[config.mk]
export PLATFORM = sky130hd
export DESIGN_NAME = divide_by_n_counter
export DESIGN_NICKNAME = d
export VERILOG_FILES = /design/src/common/divider_pkg.sv /design/src/logic/divide_by_n_counter.sv /design/src/logic/pin_sync.sv /design/src/logic/count_stage.sv
export SDC_FILE = /design/constraint.sdc
export NUM_CORES = 1
export LEC_CHECK = 0
export BUFFER_PORTS_ARGS = -buffer_cell sky130_fd_sc_hd__buf_4
export CORE_ASPECT_RATIO = 1.2
export CORE_MARGIN = 2
export CORE_UTILIZATION = 30
export CTS_BUF_LIST = sky130_fd_sc_hd__clkbuf_2
export DETAILED_ROUTE_END_ITERATION = 10
export PLACE_DENSITY = 0.48
export SLEW_MARGIN = 5
export SYNTH_ARGS = -nofsm -noshare
export SYNTH_HDL_FRONTEND = slang
export SYNTH_HIERARCHICAL = 1
export SYNTH_SLANG_ARGS = --single-unit
[constraint.sdc]
create_clock -name clk -period 2.2 [get_ports clk]
set_input_delay 0.22 -clock clk [delete_from_list [all_inputs] [get_ports clk]]
set_output_delay 0.22 -clock clk [all_outputs]
set_load 0.01 [all_outputs]
[src/common/divider_pkg.sv]
package divider_pkg;

  localparam int DIGIT_W = 4;
  localparam int PRESET_W = 16;
  localparam int RATIO_W = 16;
  localparam int STAGES = 5;
  localparam int SYNC_W = 20;

  // Mode select codes, ordered {first, second, third}
  localparam logic [2:0] MODE_DIV2 = 3'h7;
  localparam logic [2:0] MODE_DIV4 = 3'h3;
  localparam logic [2:0] MODE_DIV5 = 3'h5;
  localparam logic [2:0] MODE_DIV8 = 3'h1;
  localparam logic [2:0] MODE_DIV10 = 3'h6;

  localparam logic [3:0] MOD_DIV2 = 4'h2;
  localparam logic [3:0] MOD_DIV4 = 4'h4;
  localparam logic [3:0] MOD_DIV5 = 4'h5;
  localparam logic [3:0] MOD_DIV8 = 4'h8;
  localparam logic [3:0] MOD_DIV10 = 4'hA;

  // Wrap value of the last section for each first-section modulus
  localparam logic [3:0] LAST_WRAP_DIV2 = 4'h7;
  localparam logic [3:0] LAST_WRAP_DIV4 = 4'h3;
  localparam logic [3:0] LAST_WRAP_DIV5 = 4'h1;
  localparam logic [3:0] LAST_WRAP_DIV8 = 4'h1;
  localparam logic [3:0] LAST_WRAP_DIV10 = 4'h0;
  localparam logic [3:0] DECADE_WRAP = 4'h9;

  localparam logic [15:0] WEIGHT_THOUSANDS = 16'h03E8;
  localparam logic [15:0] WEIGHT_HUNDREDS = 16'h0064;
  localparam logic [15:0] WEIGHT_TENS = 16'h000A;

  localparam logic [3:0] RESET_DIGIT = 4'h0;
  localparam logic [SYNC_W-1:0] RESET_SYNC = 20'h00000;
  localparam logic [15:0] RATIO_MIN = 16'h0003;
  localparam int MASTER_PRESET_MIN_CYCLES = 3;

  typedef enum logic [0:0] {
    ST_MASTER_PRESET = 1'b0,
    ST_COUNTING = 1'b1
  } count_state_t;

endpackage : divider_pkg

[src/logic/divide_by_n_counter.sv]
`timescale 1ns/1ps

// Behaviour
// - Divide the clock by N, 3 to 15999, one-clock pulse per N clocks.
// - Mode selects choose modulus 2/4/5/8/10; second and third low is master preset.
// - First section preset taken from preset bit 0 upward, width by modulus.
// - Last section weighs thousands, uses leftover low preset bits, wrap by modulus.
// - Three cascaded decades load from preset bits 4 to 15, weights 1/10/100.
// - Decades accept presets up to fifteen yet keep decimal weighting.
// - Each full first-section cycle decrements decades and last section by one.
// - Ratio is modulus times weighted decade and last presets plus first preset.
// - With BCD presets maximum ratio is 9999 or 15999 depending on modulus.
// - Out-of-range decade presets extend the maximum ratio per modulus.
// - While master preset is selected all stages load and hold the presets.
// - Leaving master preset starts counting down from the loaded state.
// - First edge after master preset only arms; counting starts on the second.
// - Master preset entered two or fewer cycles before a pulse keeps that pulse.
// - Without master preset, presets reload as the output pulse occurs.
// - Latch enable high holds the output high from the next pulse until low.
// - Latch enable low makes every pulse exactly one clock wide.
module divide_by_n_counter
  import divider_pkg::*;
(
  input wire logic clk,
  input wire logic rst,
  input wire logic modeA,
  input wire logic modeB,
  input wire logic modeC,
  input wire logic outputLatchEnable,
  input wire logic [PRESET_W-1:0] presetBits,
  output logic divOut
);

  logic [SYNC_W-1:0] syncBus;
  logic [2:0] modeSync;
  logic leSync;
  logic [PRESET_W-1:0] presetSync;
  logic [11:0] decadePreset;
  logic mpSel;
  logic [3:0] modulus;
  logic [3:0] firstPreset;
  logic [3:0] lastPreset;
  logic [3:0] lastWrap;
  count_state_t stateReg;
  count_state_t stateNext;
  logic running;
  logic terminal;
  logic restZero;
  logic valueIs2;
  logic stLoadEn;
  logic pendReg;
  logic pendNext;
  logic pulseNow;
  logic divOutReg;
  logic divOutNext;
  logic [3:0] stLoad [STAGES];
  logic [3:0] stWrap [STAGES];
  logic [3:0] stVal [STAGES];
  logic stDec [STAGES];
  logic stZero [STAGES];

  function automatic logic [3:0] decodeModulus(input logic [2:0] code);
    logic [3:0] m;
    m = MOD_DIV10;
    unique case (code)
      MODE_DIV2: m = MOD_DIV2;
      MODE_DIV4: m = MOD_DIV4;
      MODE_DIV5: m = MOD_DIV5;
      MODE_DIV8: m = MOD_DIV8;
      MODE_DIV10: m = MOD_DIV10;
      default: m = MOD_DIV10;
    endcase
    return m;
  endfunction : decodeModulus

  function automatic logic [3:0] lastWrapFor(input logic [3:0] m);
    logic [3:0] w;
    w = LAST_WRAP_DIV10;
    unique case (m)
      MOD_DIV2: w = LAST_WRAP_DIV2;
      MOD_DIV4: w = LAST_WRAP_DIV4;
      MOD_DIV5: w = LAST_WRAP_DIV5;
      MOD_DIV8: w = LAST_WRAP_DIV8;
      default: w = LAST_WRAP_DIV10;
    endcase
    return w;
  endfunction : lastWrapFor

  function automatic logic [RATIO_W-1:0] ratioOf(
    input logic [3:0] m,
    input logic [3:0] f,
    input logic [3:0] d1,
    input logic [3:0] d2,
    input logic [3:0] d3,
    input logic [3:0] l
  );
    logic [RATIO_W-1:0] r;
    r = 16'(l) * WEIGHT_THOUSANDS + 16'(d3) * WEIGHT_HUNDREDS;
    r = r + 16'(d2) * WEIGHT_TENS + 16'(d1);
    r = r * 16'(m) + 16'(f);
    return r;
  endfunction : ratioOf

  pin_sync u_sync (
    .clk(clk),
    .rst(rst),
    .pinIn({modeA, modeB, modeC, outputLatchEnable, presetBits}),
    .pinOut(syncBus)
  );

  assign modeSync = syncBus[19:17];
  assign leSync = syncBus[16];
  assign presetSync = syncBus[15:0];
  assign decadePreset = presetSync[15:4];

  // Second and third selects both low, first ignored
  assign mpSel = !modeSync[1] && !modeSync[0];
  assign modulus = decodeModulus(modeSync);
  assign lastWrap = lastWrapFor(modulus);

  assign firstPreset = (modulus == MOD_DIV2) ? {3'h0, presetSync[0]} :
                       (modulus == MOD_DIV4) ? {2'h0, presetSync[1:0]} :
                       (modulus == MOD_DIV10) ? presetSync[3:0] :
                       {1'h0, presetSync[2:0]};

  assign lastPreset = (modulus == MOD_DIV2) ? {1'h0, presetSync[3:1]} :
                      (modulus == MOD_DIV4) ? {2'h0, presetSync[3:2]} :
                      (modulus == MOD_DIV10) ? RESET_DIGIT :
                      {3'h0, presetSync[3]};

  // Stage 0 first section, 1..3 decades, 4 last section
  assign stLoad[0] = firstPreset;
  assign stLoad[1] = presetSync[7:4];
  assign stLoad[2] = presetSync[11:8];
  assign stLoad[3] = presetSync[15:12];
  assign stLoad[4] = lastPreset;
  assign stWrap[0] = modulus - 4'h1;
  assign stWrap[1] = DECADE_WRAP;
  assign stWrap[2] = DECADE_WRAP;
  assign stWrap[3] = DECADE_WRAP;
  assign stWrap[4] = lastWrap;

  assign running = (stateReg == ST_COUNTING) && !mpSel;
  assign restZero = stZero[1] && stZero[2] && stZero[3] && stZero[4];
  assign terminal = (stateReg == ST_COUNTING) && (stVal[0] == 4'h1) && restZero;

  // Count remaining equals two: two edges before a due pulse
  assign valueIs2 = ((stVal[0] == 4'h2) && restZero) ||
                    ((modulus == MOD_DIV2) && stZero[0] && (stVal[1] == 4'h1) &&
                     stZero[2] && stZero[3] && stZero[4]);

  // Load in master preset, and reload on the output pulse
  assign stLoadEn = !running || terminal;
  assign stDec[0] = running && !terminal;

  genvar gi;
  generate
    for (gi = 1; gi < STAGES; gi++)
    begin : g_borrow
      // A stage steps down when all faster stages wrap
      assign stDec[gi] = stDec[gi-1] && stZero[gi-1];
    end
    for (gi = 0; gi < STAGES; gi++)
    begin : g_stage
      count_stage u_stage (
        .clk(clk),
        .rst(rst),
        .load(stLoadEn),
        .loadValue(stLoad[gi]),
        .wrapValue(stWrap[gi]),
        .decrement(stDec[gi]),
        .value(stVal[gi]),
        .atZero(stZero[gi])
      );
    end
  endgenerate

  // The arming edge loads rather than counts
  assign stateNext = mpSel ? ST_MASTER_PRESET : ST_COUNTING;
  assign pendNext = (stateReg == ST_COUNTING) && mpSel && valueIs2;
  assign pulseNow = terminal || pendReg;
  assign divOutNext = pulseNow || (leSync && divOutReg);
  assign divOut = divOutReg;

  always_ff @(posedge clk)
  begin
    if (rst)
    begin
      stateReg <= ST_MASTER_PRESET;
      pendReg <= 1'b0;
      divOutReg <= 1'b0;
    end
    else
    begin
      stateReg <= stateNext;
      pendReg <= pendNext;
      divOutReg <= divOutNext;
    end
  end

  // Helper for the period check
  logic [RATIO_W-1:0] expectedN;
  logic [RATIO_W-1:0] sinceLastReg;
  logic [SYNC_W-1:0] cfgPrevReg;
  logic cleanReg;
  logic cfgChange;

  assign expectedN = ratioOf(modulus, firstPreset, stLoad[1], stLoad[2], stLoad[3],
                             lastPreset);
  assign cfgChange = (cfgPrevReg != syncBus);

  always_ff @(posedge clk)
  begin
    if (rst)
    begin
      sinceLastReg <= 16'h0000;
      cfgPrevReg <= RESET_SYNC;
      cleanReg <= 1'b0;
    end
    else
    begin
      cfgPrevReg <= syncBus;
      if (pulseNow)
        sinceLastReg <= 16'h0001;
      else if (sinceLastReg != 16'hFFFF)
        sinceLastReg <= sinceLastReg + 16'h0001;
      if (pulseNow)
        cleanReg <= running;
      else if (!running || cfgChange || leSync)
        cleanReg <= 1'b0;
    end
  end

  // Largest ratios reachable with BCD presets
  localparam logic [RATIO_W-1:0] BCD_MAX_ODD = 16'h270F;
  localparam logic [RATIO_W-1:0] BCD_MAX_EVEN = 16'h3E7F;

  logic presetsBcd;

  assign presetsBcd = (stLoad[1] <= DECADE_WRAP) && (stLoad[2] <= DECADE_WRAP) &&
                      (stLoad[3] <= DECADE_WRAP) && (firstPreset <= stWrap[0]);
endmodule : divide_by_n_counter

[src/logic/pin_sync.sv]
`timescale 1ns/1ps

module pin_sync
  import divider_pkg::*;
(
  input wire logic clk,
  input wire logic rst,
  input wire logic [SYNC_W-1:0] pinIn,
  output logic [SYNC_W-1:0] pinOut
);

  logic [SYNC_W-1:0] stage1Reg;
  logic [SYNC_W-1:0] stage2Reg;
  logic [SYNC_W-1:0] stage3Reg;
  logic [SYNC_W-1:0] pinOutReg;
  logic [SYNC_W-1:0] agree;

  // A bit is taken only once the second and third stages agree
  assign agree = ~(stage2Reg ^ stage3Reg);
  assign pinOut = pinOutReg;

  always_ff @(posedge clk)
  begin
    if (rst)
    begin
      stage1Reg <= RESET_SYNC;
      stage2Reg <= RESET_SYNC;
      stage3Reg <= RESET_SYNC;
      pinOutReg <= RESET_SYNC;
    end
    else
    begin
      stage1Reg <= pinIn;
      stage2Reg <= stage1Reg;
      stage3Reg <= stage2Reg;
      pinOutReg <= (agree & stage3Reg) | (~agree & pinOutReg);
    end
  end

endmodule : pin_sync

[src/logic/count_stage.sv]
`timescale 1ns/1ps

module count_stage
  import divider_pkg::*;
(
  input wire logic clk,
  input wire logic rst,
  input wire logic load,
  input wire logic [DIGIT_W-1:0] loadValue,
  input wire logic [DIGIT_W-1:0] wrapValue,
  input wire logic decrement,
  output logic [DIGIT_W-1:0] value,
  output logic atZero
);

  logic [DIGIT_W-1:0] valueReg;
  logic [DIGIT_W-1:0] valueNext;

  assign atZero = (valueReg == RESET_DIGIT);
  assign value = valueReg;
  assign valueNext = load ? loadValue :
                     !decrement ? valueReg :
                     atZero ? wrapValue : valueReg - 4'h1;

  always_ff @(posedge clk)
  begin
    if (rst)
      valueReg <= RESET_DIGIT;
    else
      valueReg <= valueNext;
  end

endmodule : count_stage

==> results by group <==
Run status
  – Outcome: finished with violations
  – Violated checks: setup timing

Timing
  – Min cycle time layout: 2.270 ns
  – Final worst slack: -0.07037 ns
  – Final Skew: 0.02304 ns
  – # setup viols final: 11
  – Final Max Slew Viols: 0
  – Max Clk Rate: 0.4405 GHz
  – Fin crit share: 103.2%
  – Final hold vios: 0
  – RSZ-0062 raised after global routing: true

Cells and area
  – Final net count: 601
  – Fraction of layout cells with a size suffix above 1: 39.72%
  – Layout Utilization: 39.82%
  – Layout area overhead: 28.96%
  – Commonest non-fill, non-tap cell in the layout: dfxtp_1
  – Final instance area: 0.006006 mm2
  – Highest-count cells in the layout ignoring fill and taps: dfxtp_1, buf_4, nor2b_2, nand2_1, inv_1
  – Filler cells: 1,558
  – Post-route insts no fill: 779

Floorplan
  – Die Y: 140.5 um
  – I/O pin total: 23
  – Die area: 0.01654 mm2
  – FP Rows: 49
  – Initial Util: 30.88%
  – Die span in x: 117.7 um
  – Core Box Area: 0.01508 mm2

Route
  – Initial DRC count: 90
  – 1st-pass router iterations: 4
  – Vias per cell: 4.389
  – Vias: 3,419
  – DR DRC count: 0
  – Drt wl/cell: 11.65 um
  – Post-DRT Antenna Nets: 0
  – Overall routed net length: 9.076 mm

Logic synthesis
  – Mapped Cells: 448
  – Yosys warnings: 6
  – Seq/Total Area, Yosys: 44.28%
  – FF+latch count, synth: 103
  – Syn avg cell area: 10.40 um2
  – Post-Syn Area: 0.004657 mm2
  – Count of cell types in the netlist: 46

Pwr
  – Leak: 2.317 nW
  – PwrDens: 499.8 mW/mm2
  – Peak supply drop: 0.3849 mV

GRT
  – GRT Overall Usage: 11.54%
  – First-pass GRT wire length: 15.79 mm
  – Initial antenna violation count: 1
  – Largest net degree at the start of global routing: 35
  – Vias in the first global route: 3,493
  – Total gr overflow: 0

Worst setup path
  – R2R setup slack: -0.07 ns
  – Crit path buf inv count: 4
  – Critical Path Max Stage Delay: 0.39 ns
  – Crit-path max FO: 10
  – Slowest stage cell, crit path: dfxtp_2
  – CP required: 2.67 ns
  – Delay-heaviest family, CP: simple AND/OR/NAND/NOR gates
  – Worst R2R End: g_stage[0].u_stage/value[2]
  – CP endpoint kind: flop
  – Startpoint types: flop
  – Critical path arrival: 2.74 ns
  – Worst path depth: 11
  – Reg2reg path depth: 11
  – Crit. Startpoint: g_stage[1].u_stage/value[0]
  – Critical R2R Launch: g_stage[1].u_stage/value[0]
  – Worst Setup EP: g_stage[0].u_stage/value[2]
  – Type of the worst setup path: flop to flop
  – Crit-path cells: inv_2 -> ha_4 -> nor3b_4 -> nand2_2 -> nor4_4 -> buf_4 -> or2_4 -> buf_12 -> buf_6 -> a21oi_1 -> a221oi_1

Min path
  – Hold Path Class: input pin to flop

Placed design
  – Dpl hpwl: 6.097 mm
  – Post-DP Area: 0.005386 mm2
  – Gp weighted congestion: 0.7971
  – Place WS: -0.2273 ns
  – Placed cells: 726
  – PortBufs: 22

Clock tree
  – Worst-path clk slew: 0.26 ns
  – Clock tree buffer depth: 2
  – TritonCTS clock tree: yes
  – Number of H-tree levels: 3
  – Root buffer cell: clkbuf_2
  – Clock Latency Late Sink: 0.55 ns
  – Clock buffer count from CTS: 9
  – # clock sinks: 103

Job
  – Maxcap violations: 0
[worst register-to-register path, delay by kind of cell (launching register included)]
kind	cells	cell delay, ns
DFF	1	0.39
adders and majority gates	1	0.13
and+or+nand+nor	4	0.83
AOI/OAI and AO/OA	2	0.31
buffers and inverters	4	0.53
[how the worst min path moves through the flow]
stage	startpoint	end	slack, ns	depth (start not counted)
6_report	presetBits[8]	u_sync/stage1Reg[8]	0.40	3
5_1_grt	presetBits[8]	u_sync/stage1Reg[8]	0.33	3
4_1_cts	presetBits[15]	u_sync/stage1Reg[15]	0.34	3
3_5_place_dp	u_sync/stage1Reg[0]	u_sync/stage2Reg[0]	0.42	1
3_3_place_gp	u_sync/stage1Reg[1]	u_sync/stage2Reg[1]	0.42	1
2_1_floorplan	rst	g_stage[0].u_stage/value[0]	0.29	1
[cell type report]
type | instances | area, um2 | area share [%]
multi-input cells | 309 | 2449 | 40.77
flip-flops and latches | 103 | 2067 | 34.42
repair buffers | 116 | 1013 | 16.87
well taps | 204 | 255.2 | 4.250
inverters | 31 | 116.4 | 1.938
clock buffers | 11 | 55.05 | 0.9167
clock inverters | 4 | 47.55 | 0.7917
diodes | 1 | 2.502 | 0.04167
[cell families (layout without fill, tap and decap cells)]
family,Yosys count,in the layout,share of synthesized area (%)
multiplexers,8,8,1.746
AO/OA/AOI/OAI,102,102,15.77
flip-flops,103,103,44.28
XOR/XNOR,2,2,0.3762
adder cells (fa/ha/maj),9,9,2.418
AND/OR/NAND/NOR,174,174,28.00
buffers and inverters,48,162,7.254
other,2,15,0.1613
[report_power, final]
group	internal (mW)	switching, mW
registers	1.92	0.0184
logic	0.128	0.0932
clock network	0.263	0.581
[per-layer routing]
metal	up-vias	routed length [um]	track usage (%)
met5	-	0	0
li1	1783	-	-
met1	1599	4173	13.39
met2	27	4597	20.72
met4	0	162	5.453
met3	10	142	1.832
[synth_stat cells, drive strengths merged]
master,count,area (um2)
nor4,1,21.27
buf,9,161.4
a311oi,10,87.58
nor2b,65,681.9
nand2,38,142.6
a21oi,37,260.3
o2111a,1,11.26
nand4,2,27.53
inv,31,116.4
xnor2,1,8.760
nor3b,6,101.4
clkbuf,8,60.06
o21a,7,52.55
nand3,7,35.03
a31oi,1,6.260
ha,9,112.6
mux2i,7,70.07
a221oi,10,87.58
nor4b,2,17.52
a211o,5,43.79
and2,2,12.51
mux2,1,11.26
nor2,22,82.58
o22a,1,8.760
a221o,1,10.01
or2,2,12.51
and3,1,6.260
dfxtp,103,2062
or3,10,62.56
nor3,14,75.07
xor2,1,8.760
o41ai,5,43.79
o21ai,23,115.1
conb,2,7.510
a21o,1,7.510
or4b,1,13.76
nand4bb,1,11.26
[through the flow]
| step | total power, mW | setup TNS, ns | hold WS [ns] |
|---|---|---|---|
| global placement | 2.150 | -0.5677 | 0.4207 |
| global route | 3.158 | -3.613 | 0.3283 |
| CTS | 3.060 | -0.3898 | 0.3421 |
| detailed placement | 2.154 | -1.308 | 0.4249 |
| finish | 3.001 | -0.3829 | 0.4000 |
| floorplan | 2.116 | -0.02799 | 0.2921 |
[timing repair]
item | 4_1_cts | 5_1_grt
resized for setup | 24 | 17
pin swaps | 7 | 1
hold endpoints to repair | 25 | 0
setup buffers | 8 | 3
hold buffers | 25 | 0
setup endpoints to repair | 20 | 20
gates cloned | 1 | 0
Note: power is estimated with default switching activity, not from simulation.
